**src/mdf_cfg.svh**
```systemverilog
`ifndef MDF_CFG_SVH
`define MDF_CFG_SVH

// ****************************************************************
// register offsets (word addresses on the serial port)
// ****************************************************************
`define MDF_OFS_DRIVER_OVERCURRENT_STATUS 6'h06
`define MDF_OFS_SYSTEM_ERROR_STATUS 6'h07
`define MDF_OFS_SYNC_PRD 6'h0C
`define MDF_OFS_FAULT_REACTION_MODE 6'h10

// ****************************************************************
// field positions
// ****************************************************************
`define MDF_BIT_PARITY 15
`define MDF_BIT_OC_C_HIGH 6
`define MDF_BIT_OC_B_HIGH 5
`define MDF_BIT_OC_A_HIGH 4
`define MDF_BIT_OC_C_LOW 2
`define MDF_BIT_OC_B_LOW 1
`define MDF_BIT_OC_A_LOW 0
`define MDF_BIT_MEM_ERR 4
`define MDF_BIT_PAR_ERR 2
`define MDF_BIT_BUS_ERR 1
`define MDF_BIT_FRAME_ERROR 0
`define MDF_BIT_MEM_GATE 8
`define MDF_BIT_SER_GATE 7
`define MDF_MSB_OC_MODE 6
`define MDF_LSB_OC_MODE 4
`define MDF_MSB_UV_MODE 3
`define MDF_LSB_UV_MODE 2
`define MDF_MSB_OT_MODE 1
`define MDF_LSB_OT_MODE 0

// ****************************************************************
// reset values and mode codes
// ****************************************************************
`define MDF_RST_STS 16'h0000
`define MDF_RST_FAULT_REACTION_MODE 16'h0115
`define MDF_WMASK_FAULT_REACTION_MODE 16'h01FF
`define MDF_OC_SLOW 3'h0
`define MDF_OC_FAST 3'h1
`define MDF_OC_LATCH 3'h2
`define MDF_OC_REPORT 3'h3
`define MDF_OC_OFF 3'h7
`define MDF_RV_SLOW 2'h0
`define MDF_RV_FAST 2'h1

// ****************************************************************
// timing (retry times in microseconds, clock 125 MHz)
// ****************************************************************
`define MDF_CLK_MHZ 125
`define MDF_SLOW_RETRY_US 5000
`define MDF_FAST_RETRY_US 500
`define MDF_RETRY_W 24

`endif

```
**src/mdf_pkg.sv**
```systemverilog
package mdf_pkg;
    // phase overcurrent indications, one per transistor
    typedef struct packed {
        logic c_high;
        logic b_high;
        logic a_high;
        logic c_low;
        logic b_low;
        logic a_low;
    } mdf_oc_t;

    // serial and memory error events
    typedef struct packed {
        logic memory_load_error;
        logic parity_error;
        logic bus_contention_error;
        logic frame_error;
    } mdf_err_t;

    // register access from the serial port
    typedef struct packed {
        logic rd;
        logic wr;
        logic [5:0] addr;
        logic [15:0] wdata;
    } mdf_req_t;

    // fault reaction state
    typedef enum logic [1:0] {
        MDF_RUN = 2'b00,
        MDF_RETRY = 2'b01,
        MDF_LATCHED = 2'b10
    } mdf_state_t;
endpackage

```
**src/mdf_fault_regs.sv**
```systemverilog
// ****************************************************************
// Overview of operation
// - bit 15 of each register carries frame parity when parity enabled
// - driver status bits 6,5,4 flag high-side overcurrent on C,B,A
// - driver status bits 2,1,0 flag low-side overcurrent on C,B,A
// - system status bit 4 reports memory load read error
// - system status bit 2 sets on serial frame parity error
// - system status bit 1 sets on serial bus contention
// - system status bit 0 sets on malformed serial frame
// - sync period register holds 12-bit measured period, read-only, resets zero
// - fault-mode bit 8: 0 enables memory fault reaction, resets 1
// - fault-mode bit 7: 0 enables serial fault reaction, resets 0
// - overcurrent codes 0/1: fault out, high-z, auto-retry slow/fast
// - overcurrent code 2: fault out, high-z, latched
// - code 3 reports only, code 7 disables, codes 4-6 reserved
// - undervoltage codes 0/1: fault out, high-z, retry slow/fast
// - overtemperature codes 0/1: fault out, high-z, retry slow/fast
// - fault-mode register resets to 0115h
// ****************************************************************
`include "mdf_cfg.svh"
`timescale 1ns/1ps
`default_nettype none

module mdf_fault_regs (
    input wire logic ref_clk,
    input wire logic rstn,
    input wire mdf_pkg::mdf_req_t req,
    output logic [15:0] rdata,
    output logic rvalid,
    input wire logic serial_parity_enable,
    input wire mdf_pkg::mdf_oc_t oc_pins,
    input wire mdf_pkg::mdf_err_t err_evt,
    input wire logic undervoltage_in,
    input wire logic overtemperature_in,
    input wire logic pwm_sync_in,
    output logic fault_out_n,
    output logic predriver_hiz
);
    import mdf_pkg::*;

    localparam logic [`MDF_RETRY_W-1:0] SLOW_CYC =
        `MDF_RETRY_W'(`MDF_SLOW_RETRY_US * `MDF_CLK_MHZ);
    localparam logic [`MDF_RETRY_W-1:0] FAST_CYC =
        `MDF_RETRY_W'(`MDF_FAST_RETRY_US * `MDF_CLK_MHZ);

    // ****************************************************************
    // input synchronisers
    // ****************************************************************
    // pin-level detector outputs come from analogue comparators
    logic [5:0] oc_s1_ff, oc_s2_ff;
    logic [1:0] env_s1_ff, env_s2_ff;
    logic sync_s1_ff, sync_s2_ff, sync_s3_ff;

    // two stages only; edge detect uses the third stage
    always_ff @(posedge ref_clk or negedge rstn) begin
        if (!rstn) begin
            oc_s1_ff <= 6'h00;
            oc_s2_ff <= 6'h00;
            env_s1_ff <= 2'h0;
            env_s2_ff <= 2'h0;
            sync_s1_ff <= 1'b0;
            sync_s2_ff <= 1'b0;
            sync_s3_ff <= 1'b0;
        end else begin
            oc_s1_ff <= oc_pins;
            oc_s2_ff <= oc_s1_ff;
            env_s1_ff <= {undervoltage_in, overtemperature_in};
            env_s2_ff <= env_s1_ff;
            sync_s1_ff <= pwm_sync_in;
            sync_s2_ff <= sync_s1_ff;
            sync_s3_ff <= sync_s2_ff;
        end
    end

    logic uv_det, ot_det, oc_any;
    assign uv_det = env_s2_ff[1];
    assign ot_det = env_s2_ff[0];
    assign oc_any = |oc_s2_ff;

    // ****************************************************************
    // fault-mode register
    // ****************************************************************
    logic [15:0] mode_ff;

    // only bits 8..0 are writable; the rest stay zero
    always_ff @(posedge ref_clk or negedge rstn) begin
        if (!rstn) begin
            mode_ff <= `MDF_RST_FAULT_REACTION_MODE;
        end else if (req.wr && req.addr == `MDF_OFS_FAULT_REACTION_MODE) begin
            mode_ff <= req.wdata & `MDF_WMASK_FAULT_REACTION_MODE;
        end
    end

    logic mem_gate, ser_gate;
    logic [2:0] oc_mode;
    logic [1:0] uv_mode, ot_mode;
    assign mem_gate = mode_ff[`MDF_BIT_MEM_GATE];
    assign ser_gate = mode_ff[`MDF_BIT_SER_GATE];
    assign oc_mode = mode_ff[`MDF_MSB_OC_MODE:`MDF_LSB_OC_MODE];
    assign uv_mode = mode_ff[`MDF_MSB_UV_MODE:`MDF_LSB_UV_MODE];
    assign ot_mode = mode_ff[`MDF_MSB_OT_MODE:`MDF_LSB_OT_MODE];

    // ****************************************************************
    // status registers
    // ****************************************************************
    logic [5:0] oc_sts_ff;
    logic [3:0] err_sts_ff;
    logic clr_drv, clr_sys;
    // reading a status register clears it; a new event in the same cycle wins
    assign clr_drv = req.rd && req.addr == `MDF_OFS_DRIVER_OVERCURRENT_STATUS;
    assign clr_sys = req.rd && req.addr == `MDF_OFS_SYSTEM_ERROR_STATUS;

    // overcurrent flags stick until read so a short pulse is not missed
    always_ff @(posedge ref_clk or negedge rstn) begin
        if (!rstn) begin
            oc_sts_ff <= 6'h00;
        end else begin
            oc_sts_ff <= (clr_drv ? 6'h00 : oc_sts_ff) | oc_s2_ff;
        end
    end

    // error flags from the serial engine and memory loader (same clock)
    always_ff @(posedge ref_clk or negedge rstn) begin
        if (!rstn) begin
            err_sts_ff <= 4'h0;
        end else begin
            err_sts_ff <= (clr_sys ? 4'h0 : err_sts_ff) | err_evt;
        end
    end

    // ****************************************************************
    // sync period measurement
    // ****************************************************************
    logic [11:0] prd_cnt_ff, prd_ff;
    logic sync_rise;
    assign sync_rise = sync_s2_ff && !sync_s3_ff;

    // counts cycles between rising edges; saturates so a slow input reads full scale
    always_ff @(posedge ref_clk or negedge rstn) begin
        if (!rstn) begin
            prd_cnt_ff <= 12'h000;
            prd_ff <= 12'h000;
        end else if (sync_rise) begin
            prd_ff <= prd_cnt_ff;
            prd_cnt_ff <= 12'h001;
        end else if (prd_cnt_ff != 12'hFFF) begin
            prd_cnt_ff <= prd_cnt_ff + 12'h001;
        end
    end

    // ****************************************************************
    // fault reaction
    // ****************************************************************
    logic oc_report, oc_hiz, uv_hiz, ot_hiz, sys_fault;
    // code 3 reports only, 7 and reserved 4..6 do nothing
    assign oc_report = oc_any && (oc_mode <= `MDF_OC_REPORT);
    assign oc_hiz = oc_any && (oc_mode <= `MDF_OC_LATCH);
    assign uv_hiz = uv_det && (uv_mode <= `MDF_RV_FAST);
    assign ot_hiz = ot_det && (ot_mode <= `MDF_RV_FAST);
    // gated system faults only report
    assign sys_fault = (!mem_gate && err_sts_ff[3]) ||
                       (!ser_gate && |err_sts_ff[2:0]);

    mdf_state_t state_ff;
    logic [`MDF_RETRY_W-1:0] retry_ff;
    logic slow_sel;

    // slow retry when the offending source is configured for it
    assign slow_sel = (oc_hiz && oc_mode == `MDF_OC_SLOW) ||
                      (uv_hiz && uv_mode == `MDF_RV_SLOW) ||
                      (ot_hiz && ot_mode == `MDF_RV_SLOW);

    // retry timer restarts while any high-z fault (overcurrent, undervoltage or overtemperature) persists
    always_ff @(posedge ref_clk or negedge rstn) begin
        if (!rstn) begin
            state_ff <= MDF_RUN;
            retry_ff <= '0;
        end else begin
            case (state_ff)
                MDF_RUN: begin
                    if (oc_hiz && oc_mode == `MDF_OC_LATCH) begin
                        state_ff <= MDF_LATCHED;
                    end else if (oc_hiz || uv_hiz || ot_hiz) begin
                        state_ff <= MDF_RETRY;
                        retry_ff <= slow_sel ? SLOW_CYC : FAST_CYC;
                    end
                end
                MDF_RETRY: begin
                    if (oc_hiz && oc_mode == `MDF_OC_LATCH) begin
                        state_ff <= MDF_LATCHED;
                    end else if (oc_hiz || uv_hiz || ot_hiz) begin
                        retry_ff <= slow_sel ? SLOW_CYC : FAST_CYC;
                    end else if (retry_ff <= `MDF_RETRY_W'(1)) begin
                        state_ff <= MDF_RUN; // auto recovery
                    end else begin
                        retry_ff <= retry_ff - `MDF_RETRY_W'(1);
                    end
                end
                MDF_LATCHED: begin
                    // leaves only when software picks a non-latched mode
                    if (oc_mode != `MDF_OC_LATCH) begin
                        state_ff <= MDF_RUN;
                    end
                end
                default: state_ff <= MDF_RUN;
            endcase
        end
    end

    // outputs registered to stay glitch free on pins
    always_ff @(posedge ref_clk or negedge rstn) begin
        if (!rstn) begin
            fault_out_n <= 1'b1;
            predriver_hiz <= 1'b0;
        end else begin
            predriver_hiz <= (state_ff != MDF_RUN);
            fault_out_n <= !((state_ff != MDF_RUN) || oc_report || sys_fault);
        end
    end

    // ****************************************************************
    // read path
    // ****************************************************************
    function automatic logic odd_parity(input logic [14:0] d);
        odd_parity = ~^d;
    endfunction

    logic [14:0] rd_body;
    // unmapped offsets and reserved bits read zero
    always_comb begin
        rd_body = 15'h0000;
        case (req.addr)
            `MDF_OFS_DRIVER_OVERCURRENT_STATUS: rd_body = {8'h00, oc_sts_ff[5:3], 1'b0, oc_sts_ff[2:0]};
            `MDF_OFS_SYSTEM_ERROR_STATUS: rd_body = {10'h000, err_sts_ff[3], 1'b0, err_sts_ff[2:0]};
            `MDF_OFS_SYNC_PRD: rd_body = {3'h0, prd_ff};
            `MDF_OFS_FAULT_REACTION_MODE: rd_body = mode_ff[14:0];
            default: rd_body = 15'h0000;
        endcase
    end

    // read data launched one cycle after the request
    always_ff @(posedge ref_clk or negedge rstn) begin
        if (!rstn) begin
            rdata <= `MDF_RST_STS;
            rvalid <= 1'b0;
        end else begin
            rvalid <= req.rd;
            if (req.rd) begin
                rdata <= {serial_parity_enable & odd_parity(rd_body), rd_body};
            end
        end
    end
endmodule

`default_nettype wire

```
**config.mk**
```make
export PLATFORM = sky130hd
export DESIGN_NAME = mdf_fault_regs
export DESIGN_NICKNAME = d
export VERILOG_FILES = /design/src/mdf_pkg.sv /design/src/mdf_fault_regs.sv
export VERILOG_INCLUDE_DIRS = /design/src
export SDC_FILE = /design/constraint.sdc
export NUM_CORES = 1
export LEC_CHECK = 0
export ABC_AREA = 1
export BUFFER_PORTS_ARGS = -buffer_cell sky130_fd_sc_hd__clkbuf_2
export CAP_MARGIN = 10
export CORE_ASPECT_RATIO = 0.6
export CORE_MARGIN = 4
export CORE_UTILIZATION = 53
export DETAILED_ROUTE_END_ITERATION = 6
export PLACE_DENSITY = 0.73
export SKIP_CTS_REPAIR_TIMING = 1
export SYNTH_ARGS = -nofsm -noshare
export SYNTH_HDL_FRONTEND = slang
export SYNTH_SLANG_ARGS = --single-unit
```
**constraint.sdc**
```tcl
create_clock -name ref_clk -period 1.8 [get_ports ref_clk]
set_input_delay 0.18 -clock ref_clk [delete_from_list [all_inputs] [get_ports ref_clk]]
set_output_delay 0.18 -clock ref_clk [all_outputs]
set_load 0.005 [all_outputs]
```
==> flow_summary_export.csv <==
group,metric,value,unit
run_status,status,"finished, violations left",
run_status,failed_checks,"negative setup slack",
worst_hold_path,hold_class,"input pin to flip-flop",
critical_path,cp.required,2040,ps
floorplan,io_pins,59,
power_and_ir_drop,powerDensity,1120,nW/um^2
floorplan,die_x,136,um
critical_path,cp_data_arrival_time,2220,ps
clock_network,cts.htree.levels,3,
synthesis,synthAdderAreaFrac,0.720,%
detailed_routing,via_per_inst,5.33,
timing,fin_crit_sh,110,%
floorplan,row_count,27,
final_layout,final_util,71.4,%
detailed_routing,drtIter0Drc,560,
critical_path,worst-setup-path-type,"flip-flop to flip-flop",
synthesis,synth-xor-area-share,2.18,%
synthesis,yosys.area_share.simple,27.1,%
synthesis,synth_compound_area_share,11.7,%
final_layout,drive_gt1_share,27.8,%
critical_path,critPathBufInv,3,
placement,placed_cell_area,5990,um^2
power_and_ir_drop,p_leak,3.35,nW
placement,portBuffers,48,
synthesis,synth.area.mux_share,0.216,%
critical_path,critPathTopFamily,"simple AND/OR/NAND/NOR gates",
clock_network,clk_pin_slew,70,ps
clock_network,cts_tree,"yes",
critical_path,critPathCaptureType,"flip-flop",
clock_network,clkSinkCount,104,
placement,post-place-ws,-93.6,ps
critical_path,cp_slowest_cell,"dfrtp_1",
synthesis,synthTopCellsByArea,"dfrtp_1, nand2_1, nor2_1",
floorplan,die_area,11500,um^2
global_routing,grt_pass1_vias,4322,
floorplan,initial_utilization,55.5,%
clock_network,cts_root_buf,"clkbuf_16",
timing,finalHoldViolCount,0,
floorplan,core_region_area,9390,um^2
final_layout,final_area,6700,um^2
detailed_routing,vias,4802,
detailed_routing,route.detailed.drc,0,
clock_network,clockBufferDepth,2,
synthesis,ys_warn_count,0,
power_and_ir_drop,ir_drop,0.000597,V
synthesis,synth.cell_area,5210,um^2
floorplan,die_h,84.8,um
timing,fin_skew,8.40,ps
detailed_routing,ant_nets,0,
global_routing,antenna_found_initial,0,
placement,gp_congestion,0.936,
detailed_routing,wl_per_cell,15.2,um
synthesis,synth-edff-count,0,
final_layout,syn_to_final_growth,28.6,%
synthesis,synth_top_family_by_area,"simple AND/OR/NAND/NOR gates",
global_routing,grt_max_degree,39,
final_layout,final_cell_mix,"nand2_1, dfrtp_1, inv_1",
timing,fmax,505,MHz
critical_path,slowest_delay,410,ps
synthesis,netlist_instances,647,
timing,setup_viol,24,
critical_path,critPathLaunchType,"flip-flop",
synthesis,yosysSeqAreaShare,50.0,%
synthesis,synth_top_area_share,47.5,%
flow_run,maxCapViolCount,0,
timing,worst_slack,-179,ps
detailed_routing,detail_route.first_pass.iterations,5,
timing,maxSlewHeadroom,64.7,%
final_layout,final_common_cell,"nand2_1",
synthesis,ys_async_sr_fraction,100,%
synthesis,ys_types,47,
final_layout,diodes,0,
clock_network,cts_buffers,9,
timing,rsz0062_at_grt,"yes",
synthesis,ys_seq_elements,104,
timing,period_minus_slack,1980,ps
global_routing,grt_pass1_wl,22100,um
synthesis,synthFlopType,"dfrtp_1",
synthesis,synth_top_area_cell,"dfrtp_1",
timing,worstMarginPinSlew,526,ps
global_routing,grt_overflow,0,
timing,slew_violations,0,
synthesis,post_synth.cell_area_avg,8.06,um^2
global_routing,grt_usage,24.5,%
clock_network,clkLatencyLatePin,350,ps
final_layout,final_nets,809,
critical_path,path_cells,"nor2_2 -> nand4_1 -> nand2_1 -> inv_2 -> o21ai_4 -> nand2_4 -> o21ai_4 -> inv_2 -> nand2_4 -> buf_6 -> nor3_2 -> nor2_1 -> nor2_1",
critical_path,r2r_slack,-180,ps
detailed_routing,routed_wl,13700,um
placement,post-dp-hpwl,10200,um
critical_path,cp_max_fo,8,
==> logic make-up (layout without fill, tap and decap cells) <==
logic type               Yosys count  in the layout
flip-flops                       104            104
adder cells (fa/ha/maj)            3              3
other                              1              3
AND/OR/NAND/NOR                  319            319
buffers and inverters            103            225
AO/OA/AOI/OAI                    103            103
XOR/XNOR                          13             13
multiplexers                       1              1
==> state kept, by name, summed over array words and instances (netlist names) <==
| register | flops |
|---|---|
| prd_cnt_ff | 12 |
| state_ff | 2 |
| sync_s1_ff | 1 |
| oc_sts_ff | 6 |
| oc_s1_ff | 6 |
| retry_ff | 24 |
| predriver_hiz | 1 |
| env_s1_ff | 2 |
| err_sts_ff | 4 |
| sync_s3_ff | 1 |
| rvalid | 1 |
| prd_ff | 12 |
| rdata | 13 |
| oc_s2_ff | 6 |
| sync_s2_ff | 1 |
| env_s2_ff | 2 |
| fault_out_n | 1 |
| mode_ff | 9 |
==> worst reg2reg max path, stage by stage, from the launching register on <==
cell	delay (ps)
dfrtp_1	410
nor2_2	120
nand4_1	190
nand2_1	170
inv_2	70
o21ai_4	70
nand2_4	110
o21ai_4	220
inv_2	80
nand2_4	90
buf_6	140
nor3_2	40
nor2_1	100
nor2_1	50
==> report_power, final <==
part / leakage [nW] / switching, mW / total (mW) / internal, mW
Clock: 0.150 / 0.913 / 1.95 / 1.04
Combinational: 1.95 / 1.44 / 2.56 / 1.12
Sequential: 1.25 / 0.288 / 2.97 / 2.68
Total: 3.35 / 2.64 / 7.48 / 4.85
==> routing by layer <==
layer	vias to the layer above	share of wire (%)	GRT usage, %
met2	185	40	32.6
li1	2316	-	-
met3	13	8.0	5.75
met5	-	0	0
met4	0	0.83	4.21
met1	2288	51	40.5
==> final cells by class <==
type                       instances  area [um^2]
timing repair buffer             118          876
fill                             748         2690
sequential                       104         2610
clock inverter                     5         48.8
tap                              130          163
multi-input combinational        442         2410
inverter                          91          347
clock buffer                      11          253
==> final timing paths <==
| kind | startpoint | to | cells past startpoint |
|---|---|---|---|
| max reg2reg | oc_s2_ff[0]$_DFF_PN0_ | retry_ff[23]$_DFFE_PN0P_ | 13 |
| min in group asynchronous | rstn | prd_cnt_ff[6]$_DFFE_PN0P_ | 2 |
| max in group asynchronous | rstn | mode_ff[8]$_DFFE_PN1P_ | 3 |
| max | oc_s2_ff[0]$_DFF_PN0_ | retry_ff[23]$_DFFE_PN0P_ | 13 |
| min | req[23] | rvalid$_DFF_PN0_ | 1 |
| min reg2reg | oc_s1_ff[4]$_DFF_PN0_ | oc_s2_ff[4]$_DFF_PN0_ | 0 |
==> through the flow <==
stage | std cells | total power [mW] | hold WS, ps | TNS (ps)
5_1_grt | 901 | 7.90 | 37.9 | -4770
6_report | 901 | 7.48 | 35.8 | -2490
4_1_cts | 879 | 7.05 | -215 | -2010
3_3_place_gp | 863 | 5.00 | 152 | -21.3
3_5_place_dp | 863 | 5.07 | 164 | -911
2_1_floorplan | 649 | 4.12 | -116 | 0
==> Yosys cell counts (5+ instances only) <==
master / instances
nand2_1: 156
dfrtp_1: 99
nor2_1: 83
inv_1: 82
o21ai_0: 46
nand3_1: 32
a21oi_1: 23
nand4_1: 15
xor2_1: 12
nor3_1: 9
o21bai_1: 9
inv_2: 8
nor2_2: 6
buf_4: 5
clkbuf_1: 5
dfstp_2: 5
o22ai_1: 5
Note: power is estimated with default switching activity, not from simulation.
